`src/rtl/plc_pkg.sv`:
```
// package of the loop lock and multiplier control block: register indexes, field positions, reset values
// assumes: registers are 8 bits wide, one per aligned 32-bit word at byte address four times the index
package plc_pkg;

    ////////////////////////////////////////////////////////////////////////////////
    // register indexes (byte address is four times the index)
    localparam logic [7:0] PLC_IDX_LOOP_CTRL = 8'h36;
    localparam logic [7:0] PLC_IDX_BW_MODE   = 8'h37;
    localparam logic [7:0] PLC_IDX_MUL_LOW   = 8'h38;
    localparam logic [7:0] PLC_IDX_MUL_HIGH  = 8'h39;
    localparam logic [7:0] PLC_IDX_VCO_RANGE = 8'h3a;
    localparam logic [7:0] PLC_IDX_SYS_CTRL  = 8'h3c;

    ////////////////////////////////////////////////////////////////////////////////
    // field positions
    localparam int PLC_BW_AUTO_BIT   = 7;
    localparam int PLC_BW_LOCK_BIT   = 6;
    localparam int PLC_BW_TRACK_BIT  = 5;
    localparam int PLC_SYS_OSC_BIT   = 0;
    localparam int PLC_SYS_BREAK_CLEAR_ENABLE_BIT  = 1;
    localparam int PLC_MUL_HIGH_BITS = 4;
    localparam int PLC_MUL_BITS      = 12;

    ////////////////////////////////////////////////////////////////////////////////
    // reset values
    localparam logic [7:0]  PLC_RST_LOOP_CTRL = 8'h20;
    localparam logic [7:0]  PLC_RST_MUL_LOW   = 8'h40;
    localparam logic [3:0]  PLC_RST_MUL_HIGH  = 4'h0;
    localparam logic [7:0]  PLC_RST_VCO_RANGE = 8'h40;
    localparam logic [11:0] PLC_MUL_ONE       = 12'h001;

    ////////////////////////////////////////////////////////////////////////////////
    // bus answers
    localparam logic [1:0] PLC_RESP_OKAY   = 2'h0;
    localparam logic [1:0] PLC_RESP_SLVERR = 2'h2;

    // loop control register layout, msb first
    typedef struct packed {
        logic       irq_enable;
        logic       change_flag;
        logic       power_on;
        logic       base_source;
        logic [1:0] reserved;
        logic [1:0] power_range;
    } plc_loop_ctrl_type;

endpackage : plc_pkg

```
`src/rtl/plc_top.sv`:
```
// loop lock and multiplier control: register file over axi4-lite, lock status, change flag, clock gating
// assumes: lock and tracking detectors and both clock inputs are asynchronous to aclk;
// stop_request and break_active come from system logic on aclk
`timescale 1ns/1ps

module plc_top
    import plc_pkg::*;
#(
    parameter int ADDR_WIDTH = 12,
    parameter int SYNC_INPUTS = 4
)(
    // clock and reset
    input  wire logic                  aclk,
    input  wire logic                  aresetn,
    // axi4-lite write address and data
    input  wire logic [ADDR_WIDTH-1:0] awaddr,
    input  wire logic [2:0]            awprot,
    input  wire logic                  awvalid,
    output logic                       awready,
    input  wire logic [31:0]           wdata,
    input  wire logic [3:0]            wstrb,
    input  wire logic                  wvalid,
    output logic                       wready,
    // axi4-lite write response
    output logic [1:0]                 bresp,
    output logic                       bvalid,
    input  wire logic                  bready,
    // axi4-lite read
    input  wire logic [ADDR_WIDTH-1:0] araddr,
    input  wire logic [2:0]            arprot,
    input  wire logic                  arvalid,
    output logic                       arready,
    output logic [31:0]                rdata,
    output logic [1:0]                 rresp,
    output logic                       rvalid,
    input  wire logic                  rready,
    // analog loop and oscillator side, asynchronous
    input  wire logic                  lock_detect,
    input  wire logic                  track_detect,
    input  wire logic                  crystal_clock,
    input  wire logic                  vco_clock,
    // system state
    input  wire logic                  stop_request,
    input  wire logic                  break_active,
    // controls to the analog loop
    output logic                       osc_enable,
    output logic                       vco_clock_enable,
    output logic                       loop_track_mode,
    output logic [11:0]                feedback_divider,
    output logic [7:0]                 vco_range_factor,
    output logic [1:0]                 vco_power_range,
    // clock and interrupt outputs
    output logic                       crystal_clock_out,
    output logic                       base_clock_out,
    output logic                       clock_gen_irq
);

    ////////////////////////////////////////////////////////////////////////////////
    // address decoding shared by read and write

    function automatic logic [7:0] reg_index(input logic [ADDR_WIDTH-1:0] addr);
        reg_index = addr[9:2];
    endfunction : reg_index

    function automatic logic is_mapped(input logic [ADDR_WIDTH-1:0] addr);
        logic [7:0] idx;
        idx = addr[9:2];
        is_mapped = (addr[1:0] == 2'h0) && (addr[ADDR_WIDTH-1:10] == '0) &&
                    ((idx == PLC_IDX_LOOP_CTRL) || (idx == PLC_IDX_BW_MODE) ||
                     (idx == PLC_IDX_MUL_LOW) || (idx == PLC_IDX_MUL_HIGH) ||
                     (idx == PLC_IDX_VCO_RANGE) || (idx == PLC_IDX_SYS_CTRL));
    endfunction : is_mapped

    ////////////////////////////////////////////////////////////////////////////////
    // state

    logic [ADDR_WIDTH-1:0] aw_addr;
    logic                  aw_held;
    logic [7:0]            w_byte;
    logic                  w_lane0;
    logic                  w_held;
    plc_loop_ctrl_type     loop_ctrl;
    logic                  auto_mode;
    logic                  manual_track;
    logic                  lock_bit;
    logic                  lock_prev;
    logic [7:0]            mul_low;
    logic [3:0]            mul_high;
    logic [7:0]            range_factor;
    logic                  osc_run_in_stop;
    logic                  break_clear_enable;
    logic                  src_prev;
    logic [SYNC_INPUTS-1:0] sync1;
    logic [SYNC_INPUTS-1:0] sync2;
    logic [SYNC_INPUTS-1:0] sync3;
    logic [SYNC_INPUTS-1:0] filt;

    ////////////////////////////////////////////////////////////////////////////////
    // input synchronisers: three stages, change accepted when stages two and three agree

    wire [SYNC_INPUTS-1:0] async_in = {vco_clock, crystal_clock, track_detect, lock_detect};

    genvar gi;
    generate
        for (gi = 0; gi < SYNC_INPUTS; gi++)
        begin : g_sync
            // sync chain with agreement filter
            always_ff @(posedge aclk)
            begin
                if (!aresetn)
                begin
                    sync1[gi] <= 1'b0;
                    sync2[gi] <= 1'b0;
                    sync3[gi] <= 1'b0;
                    filt[gi]  <= 1'b0;
                end
                else
                begin
                    sync1[gi] <= async_in[gi];
                    sync2[gi] <= sync1[gi];
                    sync3[gi] <= sync2[gi];
                    if (sync2[gi] == sync3[gi])
                        filt[gi] <= sync3[gi];
                end
            end
        end
    endgenerate

    wire lock_filt  = filt[0];
    wire track_filt = filt[1];
    wire xclk_filt  = filt[2];
    wire vclk_filt  = filt[3];

    ////////////////////////////////////////////////////////////////////////////////
    // bus decode

    wire        aw_take    = awvalid && awready;
    wire        w_take     = wvalid && wready;
    wire        ar_take    = arvalid && arready;
    wire        do_write   = aw_held && w_held && !bvalid;
    wire        wr_mapped  = is_mapped(aw_addr);
    wire [7:0]  wr_index   = reg_index(aw_addr);
    wire        wr_en      = do_write && wr_mapped && w_lane0;
    wire        wr_ctrl    = wr_en && (wr_index == PLC_IDX_LOOP_CTRL);
    wire        wr_bw      = wr_en && (wr_index == PLC_IDX_BW_MODE);
    wire        wr_low     = wr_en && (wr_index == PLC_IDX_MUL_LOW);
    wire        wr_high    = wr_en && (wr_index == PLC_IDX_MUL_HIGH);
    wire        wr_range   = wr_en && (wr_index == PLC_IDX_VCO_RANGE);
    wire        wr_sys     = wr_en && (wr_index == PLC_IDX_SYS_CTRL);
    wire        rd_mapped  = is_mapped(araddr);
    wire [7:0]  rd_index   = reg_index(araddr);
    wire        rd_ctrl    = ar_take && rd_mapped && (rd_index == PLC_IDX_LOOP_CTRL);

    ////////////////////////////////////////////////////////////////////////////////
    // loop status

    wire range_zero   = (range_factor == 8'h00);
    wire halt_all     = stop_request && !osc_run_in_stop;
    wire loop_running = loop_ctrl.power_on && !range_zero && !stop_request;
    wire osc_running  = !halt_all;
    // wait has no input here: the generator runs on untouched through it
    wire lock_hw      = lock_filt && loop_running;
    wire lock_change  = auto_mode && (lock_hw != lock_prev);
    wire flag_clear   = rd_ctrl && (!break_active || break_clear_enable);
    wire track_read   = auto_mode ? track_filt : manual_track;

    ////////////////////////////////////////////////////////////////////////////////
    // next register values

    wire [7:0] wb = w_byte;
    wire next_auto = wr_bw ? wb[PLC_BW_AUTO_BIT] : auto_mode;
    wire next_manual_track = (wr_bw && !auto_mode) ? wb[PLC_BW_TRACK_BIT] : manual_track;
    // lock position of the write byte is dropped on purpose
    wire next_lock_bit = auto_mode && lock_hw;
    wire next_flag = !auto_mode ? 1'b0 :
                     lock_change ? 1'b1 :
                     flag_clear ? 1'b0 : loop_ctrl.change_flag;
    wire next_irq_en = !auto_mode ? 1'b0 :
                       wr_ctrl ? wb[7] : loop_ctrl.irq_enable;
    // power cannot drop while the vco drives the base clock
    wire next_power = wr_ctrl ? (wb[5] || loop_ctrl.base_source) : loop_ctrl.power_on;
    // source may be set with the loop on, locked or not, never with a zero range
    wire next_bcs = range_zero ? 1'b0 :
                    wr_ctrl ? (wb[4] && loop_ctrl.power_on) : loop_ctrl.base_source;
    wire [1:0] next_vpr = (wr_ctrl && !loop_ctrl.power_on) ? wb[1:0] : loop_ctrl.power_range;
    wire [7:0] next_low = (wr_low && !loop_ctrl.power_on) ? wb : mul_low;
    wire [3:0] next_high = (wr_high && !loop_ctrl.power_on) ? wb[PLC_MUL_HIGH_BITS-1:0] : mul_high;
    wire [7:0] next_range = (wr_range && !loop_ctrl.power_on) ? wb : range_factor;
    wire [11:0] mul_full = {mul_high, mul_low};
    wire [11:0] next_divider = (mul_full == 12'h000) ? PLC_MUL_ONE : mul_full;

    ////////////////////////////////////////////////////////////////////////////////
    // read data selection

    wire [7:0] ctrl_read = {loop_ctrl.irq_enable, loop_ctrl.change_flag && auto_mode,
                            loop_ctrl.power_on, loop_ctrl.base_source, 2'h0, loop_ctrl.power_range};
    wire [7:0] bw_read = {auto_mode, lock_bit, track_read, 5'h00};
    wire [7:0] sys_read = {6'h00, break_clear_enable, osc_run_in_stop};
    wire [7:0] read_byte = (rd_index == PLC_IDX_LOOP_CTRL) ? ctrl_read :
                           (rd_index == PLC_IDX_BW_MODE)   ? bw_read :
                           (rd_index == PLC_IDX_MUL_LOW)   ? mul_low :
                           (rd_index == PLC_IDX_MUL_HIGH)  ? {4'h0, mul_high} :
                           (rd_index == PLC_IDX_VCO_RANGE) ? range_factor :
                           (rd_index == PLC_IDX_SYS_CTRL)  ? sys_read : 8'h00;
    wire [31:0] read_word = rd_mapped ? {24'h000000, read_byte} : 32'h00000000;

    ////////////////////////////////////////////////////////////////////////////////
    // clock path: divide selected source by two on its rising edges

    wire src_level  = loop_ctrl.base_source ? (vclk_filt && loop_running) : (xclk_filt && osc_running);
    wire src_rise   = src_level && !src_prev;
    wire next_base  = halt_all ? 1'b0 : (src_rise ? !base_clock_out : base_clock_out);

    ////////////////////////////////////////////////////////////////////////////////
    // axi4-lite write channel

    always_ff @(posedge aclk)
    begin
        if (!aresetn)
        begin
            awready <= 1'b1;
            wready  <= 1'b1;
            aw_held <= 1'b0;
            w_held  <= 1'b0;
            aw_addr <= '0;
            w_byte  <= 8'h00;
            w_lane0 <= 1'b0;
            bvalid  <= 1'b0;
            bresp   <= PLC_RESP_OKAY;
        end
        else
        begin
            if (aw_take)
            begin
                aw_addr <= awaddr;
                aw_held <= 1'b1;
                awready <= 1'b0;
            end
            if (w_take)
            begin
                w_byte  <= wdata[7:0];
                w_lane0 <= wstrb[0];
                w_held  <= 1'b1;
                wready  <= 1'b0;
            end
            if (do_write)
            begin
                aw_held <= 1'b0;
                w_held  <= 1'b0;
                bvalid  <= 1'b1;
                bresp   <= wr_mapped ? PLC_RESP_OKAY : PLC_RESP_SLVERR;
            end
            if (bvalid && bready)
            begin
                bvalid  <= 1'b0;
                awready <= 1'b1;
                wready  <= 1'b1;
            end
        end
    end

    ////////////////////////////////////////////////////////////////////////////////
    // axi4-lite read channel

    always_ff @(posedge aclk)
    begin
        if (!aresetn)
        begin
            arready <= 1'b1;
            rvalid  <= 1'b0;
            rdata   <= 32'h00000000;
            rresp   <= PLC_RESP_OKAY;
        end
        else if (ar_take)
        begin
            arready <= 1'b0;
            rvalid  <= 1'b1;
            rdata   <= read_word;
            rresp   <= rd_mapped ? PLC_RESP_OKAY : PLC_RESP_SLVERR;
        end
        else if (rvalid && rready)
        begin
            rvalid  <= 1'b0;
            arready <= 1'b1;
        end
    end

    ////////////////////////////////////////////////////////////////////////////////
    // control and status registers

    always_ff @(posedge aclk)
    begin
        if (!aresetn)
        begin
            loop_ctrl          <= plc_loop_ctrl_type'(PLC_RST_LOOP_CTRL);
            auto_mode          <= 1'b0;
            manual_track       <= 1'b0;
            lock_bit           <= 1'b0;
            lock_prev          <= 1'b0;
            mul_low            <= PLC_RST_MUL_LOW;
            mul_high           <= PLC_RST_MUL_HIGH;
            range_factor       <= PLC_RST_VCO_RANGE;
            osc_run_in_stop    <= 1'b0;
            break_clear_enable <= 1'b0;
        end
        else
        begin
            loop_ctrl.irq_enable  <= next_irq_en;
            loop_ctrl.change_flag <= next_flag;
            loop_ctrl.power_on    <= next_power;
            loop_ctrl.base_source <= next_bcs;
            loop_ctrl.reserved    <= 2'h0;
            loop_ctrl.power_range <= next_vpr;
            auto_mode             <= next_auto;
            manual_track          <= next_manual_track;
            lock_bit              <= next_lock_bit;
            lock_prev             <= lock_hw;
            mul_low               <= next_low;
            mul_high              <= next_high;
            range_factor          <= next_range;
            if (wr_sys)
            begin
                osc_run_in_stop    <= wb[PLC_SYS_OSC_BIT];
                break_clear_enable <= wb[PLC_SYS_BREAK_CLEAR_ENABLE_BIT];
            end
        end
    end

    ////////////////////////////////////////////////////////////////////////////////
    // registered outputs to the loop and the clock tree

    always_ff @(posedge aclk)
    begin
        if (!aresetn)
        begin
            osc_enable        <= 1'b0;
            vco_clock_enable  <= 1'b0;
            loop_track_mode   <= 1'b0;
            feedback_divider  <= 12'h000;
            vco_range_factor  <= 8'h00;
            vco_power_range   <= 2'h0;
            crystal_clock_out <= 1'b0;
            base_clock_out    <= 1'b0;
            src_prev          <= 1'b0;
            clock_gen_irq     <= 1'b0;
        end
        else
        begin
            osc_enable        <= osc_running;
            vco_clock_enable  <= loop_running;
            loop_track_mode   <= track_read;
            feedback_divider  <= next_divider;
            vco_range_factor  <= range_factor;
            vco_power_range   <= loop_ctrl.power_range;
            crystal_clock_out <= xclk_filt && osc_running;
            base_clock_out    <= next_base;
            src_prev          <= src_level;
            clock_gen_irq     <= !halt_all && auto_mode &&
                                 loop_ctrl.change_flag && loop_ctrl.irq_enable;
        end
    end

endmodule : plc_top

```
`config.mk`:
```
export PLATFORM = sky130hd
export DESIGN_NAME = plc_top
export DESIGN_NICKNAME = d
export VERILOG_FILES = /design/src/rtl/plc_pkg.sv /design/src/rtl/plc_top.sv
export SDC_FILE = /design/constraint.sdc
export NUM_CORES = 1
export LEC_CHECK = 0
export BUFFER_PORTS_ARGS = -buffer_cell sky130_fd_sc_hd__buf_2
export CAP_MARGIN = 10
export CORE_MARGIN = 3
export CORE_UTILIZATION = 25
export CTS_BUF_LIST = sky130_fd_sc_hd__clkbuf_4 sky130_fd_sc_hd__clkbuf_8
export CTS_CLUSTER_SIZE = 14
export DETAILED_ROUTE_END_ITERATION = 7
export SYNTH_ARGS = -nofsm -noshare
export SYNTH_HDL_FRONTEND = slang
export SYNTH_SLANG_ARGS = --single-unit
```
`constraint.sdc`:
```
create_clock -name aclk -period 2.5 [get_ports aclk]
set_clock_uncertainty 0.15 [all_clocks]
set_input_delay 0.25 -clock aclk [delete_from_list [all_inputs] [get_ports aclk]]
set_output_delay 0.25 -clock aclk [all_outputs]
set_load 0.01 [all_outputs]
```
==> run summary, run 1 <==
Outcome: complete, no violations
CTS tree: yes
Cell Chain, Critical Path: nor4bb_1, nand4_2, or2_0, a221oi_1
Initial antenna violation count: 0
Die H: 140.2 um
Layout area overhead: 29.52%
Worst vdd ir: 263.3 uV
Max_slew headroom: 0.5659
Power density over the cells: 678.9 nW/um2
Crit share post-route: 0.7924
Cell count after synthesis: 505
Hold Fails Final Rpt: 0
Worst path slowest cell: dfxtp_1
Worst-margin pin slew: 645.1 ps
Clk Latency, worst-skew pair: 430 ps
CP Max Fanout: 11
Hold-fix buffers, CTS: 33
Post-synthesis sequential area ratio: 0.5114
Placed cells: 801
Gp weighted congestion: 0.8151
Design Power: 0.003958 W
Die area: 19,650 um2
Share of the synthesized area in the top cell type: 0.5114
Area leader, netlist: dfxtp_1
Top_reg_cell synth: dfxtp_1
CTS root buffer: clkbuf_8
Setup TNS: 0 ps
FFs w/ async S/R, synth: 0
Leakage: 2.559 nW
HP Class: input port to flip-flop
Required @ worst endpoint: 2690 ps
DRT Pass-1 Iters: 4
Share of layout cells above drive strength 1: 0.2106
Final #Nets: 707
Netlist cell types: 51
Die width: 140.2 um
CTS max path bufs: 2
HPWL after DPL: 8184 um
Post-CTS Setup Bufs: 0
RSZ-0062 raised after global routing: no
Avg Cell Area, Syn: 8.914 um2
Via Count: 3,679
Yosys warnings: 0
Vias per inst: 4.248
Antenna-violating nets left: 0
First DRT Iteration DRCs: 152
Worst Path Buf+Inv: 0
Fmax: 0.5048 GHz
Residual DRC: 0
WS Path Type: flip-flop to flip-flop
# diodes: 0
Num ports: 148
Core Region: 17,480 um2
Total track usage: 0.1154
CTS clk-pin slew, worst paths: 80 ps
Largest delay share family, worst path: simple AND/OR/NAND/NOR gates
Congestion Overflow GR: 0
Post-cts repair resize count: 0
First-pass GRT wire length: 18,060 um
FF+latch count, synth: 115
Synth cell count leaders: 115 x dfxtp_1, 88 x nand2_1, 41 x a21oi_1, 28 x buf_4, 27 x inv_1
Post-DR wirelength/cell: 12.88 um
Site row count: 48
Startpoint types: flip-flop
# port buffers: 88
Most frequent cell after synthesis: dfxtp_1
CTS Buf Count: 17
Arr. time, crit path: 2170 ps
H-tree lvl count: 4
Post-route cell area: 5831 um2
Post-DP Area: 5082 um2
Min Tclk post-route: 1981 ps
Largest net degree at the start of global routing: 50
Post-synthesis cell area: 4502 um2
Final setup fails: 0
Number of global-route vias before repair: 3,558
Slew Limit Fails: 0
Final std cells w/o fill: 866
Setup crit end kind: flip-flop
Max_cap viols: 0
EDFF count, synth: 0
Sink Count: 115
Initial Utilization: 0.2576
Synth top area cells: dfxtp_1 51%, nand2_1 7.3%, mux2i_1 5.6%
Largest stage delay, worst path: 530 ps
WL final: 11,150 um
placed cells by master (no fill, tap or decap), types with 3 or more instances in the layout:
cell           synthesis  layout
nor2_1                22      22
dfxtp_1              115     115
clkinv_4               0       5
nand4_1                5       5
nor2b_1                5       5
nor3_1                 4       4
a22oi_1                4       4
nor4_1                 5       5
and2_1                19      19
conb_1                 1      26
buf_2                  2      88
a21oi_1               41      41
clkinvlp_4             0       3
nor3b_1                3       3
nand3b_1               4       4
o21ai_0               25      25
buf_4                 28       8
dlygate4sd3_1          0      33
nand2_1               88      88
a221oi_1               3       3
nand2b_1               8       8
clkbuf_8               0      17
and3_1                 6       6
nor4b_1                3       3
o31ai_1                4       4
bufinv_16              0       3
inv_1                 27      27
mux2i_1               25      25
o211ai_1               3       3
metrics by stage:
stage	setup slack (ps)	hold slack, ps	util
finish	519.1	38.71	0.3336
global placement	362.7	263.7	0.2908
CTS	501.6	4.344	0.3336
global route	347.3	34.22	0.3336
detailed placement	354.2	267.9	0.2908
floorplan	554.1	200.4	-
worst paths after layout:
check	from	endpoint	slack, ps	cells after the start
worst min register to register	sync1[3]	sync2[3]	280	1
worst max-delay path	aw_addr[4]	ctrl_read[4]	520	4
worst min-delay path	arvalid	rvalid	40	3
worst max register to register	aw_addr[4]	ctrl_read[4]	520	4
per-layer routing:
layer,track usage,part of all wire,vias to the layer above
met3,0.03346,0.051,18
met1,0.1537,0.48,1661
met2,0.1731,0.44,95
li1,-,-,1905
met5,0,0,-
met4,0.05150,0.023,0
state kept, by name, indices dropped and copies added (netlist names), 2 cells and up:
name              cells
aw_addr              12
feedback_divider     12
mul_low               8
range_factor          8
rdata                 8
vco_range_factor      8
w_byte                8
ctrl_read             5
mul_high              4
sync1                 4
sync2                 4
sync3                 4
vco_power_range       2
final cells by class:
class                           count  area, um2
Inverter                           27      101.3
Tap cell                          225      281.5
Clock buffer                       17      234.0
Multi-Input combinational cell    338       1897
Fill cell                        1831      11650
Sequential cell                   115       2302
Clock inverter                     15      183.9
Timing Repair Buffer              129      830.8
power by group:
group          internal [W]  switching (W)
sequential          0.00187      0.0000325
combinational      0.000113       0.000138
clock              0.000993       0.000809
cells by family after synthesis:
family	after synthesis	share of synthesized area
xor gates and xnor gates	1	0.001946
AOI/OAI and AO/OA	91	0.1151
adders and majority gates	1	0.002224
muxes	27	0.06059
buffers and inverters	77	0.08810
other	1	0.0008330
and+or+nand+nor	192	0.2199
DFF	115	0.5114
tightest hold or removal path, cell delays in order:
cell,delay (ps)
buf_2,110
nand2_1,130
a21oi_1,80
No activity file was read; power rests on OpenSTA's default activity.
==> run 2, diff against run 1 <==
Clock period 2.5 ns to 1.8 ns, I/O delays scaled along.
==> run 2 against run 1 <==
  * Maximum frequency rose by 13%
  * Critical path depth rose by 2
  * Hold slack got worse by 11 ps
  * Via count rose by 3.8%
  * Global-route usage rose by 0.71 points
  * Combinational power rose by 58%
  * Total power rose by 29%
  * Register-to-register slack got worse by 470 ps
  * Routed wire length rose by 5.4%
  * Non-clock buffer count rose by 24
  * Cell count rose by 2.7%
  * Largest cell class unchanged
  * Highest routed layer unchanged
==> run summary, run 2 (synthesis gave the netlist of run 1 again) <==
Slew Limit Fails: 0
Clk network pwr share: 0.407
Total track usage: 0.1225
Initial Utilization: 0.2576
Internal power: 0.003819 W
CTS clk-pin slew, worst paths: 70 ps
Die H: 140.2 um
Cell Chain, Critical Path: nor4b_2, buf_4, and3_4, and3_1, buf_12, mux2i_1
Core Region: 17,480 um2
FILL cells: 1,827
Multi-input gate area: 1932 um2
CP Max Fanout: 8
Final core occ: 0.3452
Sw Pwr: 0.001307 W
Required @ worst endpoint: 2010 ps
First-pass GRT wire length: 19,110 um
Setup crit end kind: flip-flop
Crit share post-route: 0.9733
Startpoint types: flip-flop
Max_cap viols: 0
First DRT Iteration DRCs: 174
Gp weighted congestion: 0.8239
HPWL after DPL: 8469 um
Combinational Power Share: 0.077
Hold Fails Final Rpt: 0
RSZ-0062 raised after global routing: yes
Commonest non-fill, non-tap cell in the layout: dfxtp_1
Post-route cell area: 6033 um2
Die width: 140.2 um
WL final: 11,750 um
DRT Pass-1 Iters: 5
Seq. cell area: 2303 um2
Min Tclk post-route: 1752 ps
Seq pwr share: 0.516
Vias per inst: 4.296
Antenna-violating nets left: 0
CTS root buffer: clkbuf_8
Die area: 19,650 um2
# port buffers: 88
CTS Buf Count: 17
Worst-margin pin slew: 539.4 ps
Net Sw Frac: 0.2549
Largest net degree at the start of global routing: 53
CTS tree: yes
Num ports: 148
Power density over the cells: 849.5 nW/um2
Initial antenna violation count: 0
Final #Nets: 731
Top Registers: aw_addr (12), feedback_divider (12)
Arr. time, crit path: 1960 ps
Leakage: 2.667 nW
Outcome: complete, no violations
Final setup fails: 0
Share of layout cells above drive strength 1: 0.2395
Largest stage delay, worst path: 320 ps
Post-DP Area: 5279 um2
Via Count: 3,819
Worst vdd ir: 394.5 uV
Congestion Overflow GR: 0
Clk Latency, worst-skew pair: 440 ps
# diodes: 0
Sink Count: 115
H-tree lvl count: 4
Number of global-route vias before repair: 3,667
Site row count: 48
Residual DRC: 0
Worst path slowest cell: dfxtp_2
Post-DR wirelength/cell: 13.22 um
WS Path Type: flip-flop to flip-flop
Design Power: 0.005126 W
Layout area overhead: 34.02%
HP Class: input port to flip-flop
Most frequent cells in the layout: 114 x dfxtp_1, 88 x nand2_1, 88 x buf_2
Fmax: 0.5708 GHz
CTS max path bufs: 2
Max_slew headroom: 0.6390
run 2: changes by cell type in the layout (fill, tap and decap cells not counted), sizes merged:
cell,before,now
dlygate4sd3,33,38
bufinv,3,0
buf,96,115
inv,29,27
clkbuf,17,21
run 2: per-stage QoR:
| stage | std cells | hold slack [ps] | setup TNS (ps) | setup WS, ps |
|---|---|---|---|---|
| 6_report | 889 | 27.51 | 0 | 48.05 |
| 5_1_grt | 889 | 12.87 | -74.40 | -15.60 |
| 2_1_floorplan | 530 | 130.4 | -150.5 | -75.24 |
| 3_5_place_dp | 818 | 243.5 | -1223 | -230.0 |
| 3_3_place_gp | 818 | 237.8 | -1127 | -213.3 |
| 4_1_cts | 887 | -6.296 | 0 | 30.71 |
run 2: metal layers:
metal  global-route usage  vias to the layer above  share of wire
met5                    0                        -              0
met4              0.04997                        0          0.016
met3              0.03448                       14          0.048
met2               0.1885                       94           0.45
met1               0.1619                     1756           0.49
li1                     -                     1955              -
run 2: final timing paths:
check             start               to  slack (ps)  cells past startpoint
max          aw_addr[0]  range_factor[0]          50                      6
min           araddr[8]         rdata[4]          30                      4
max reg2reg  aw_addr[0]  range_factor[0]          50                      6
min reg2reg    sync1[2]         sync2[2]         280                      1
run 2: critical path, delay by kind of cell (launching register included):
family | cells | cell delay [ps]
flops | 1 | 320
buf+inv | 2 | 330
simple gates | 3 | 670
mux | 1 | 190
run 2: area by class of cell:
class,instances,share of cell area
sequential,115,0.3818
multi-input combinational,338,0.3202
timing repair buffer,153,0.1786
tap,225,0.04666
clock buffer,21,0.04583
inverter,27,0.01680
clock inverter,10,0.01016
run 2: power groups by stage:
stage | Clock (W) | Combinational (W) | Sequential [W]
floorplan | 0 | 0.000224 | 0.00270
CTS | 0.00215 | 0.000395 | 0.00264
global placement | 0 | 0.000324 | 0.00270
finish | 0.00209 | 0.000396 | 0.00264
detailed placement | 0 | 0.000328 | 0.00270
global route | 0.00227 | 0.000443 | 0.00265
run 2: what timing repair did:
item,in CTS,in global routing
pin swaps,0,2
hold buffers,38,0
buffers inserted,0,2
hold endpoints to repair,39,0
resized for setup,1,4
setup endpoints to repair,1,18
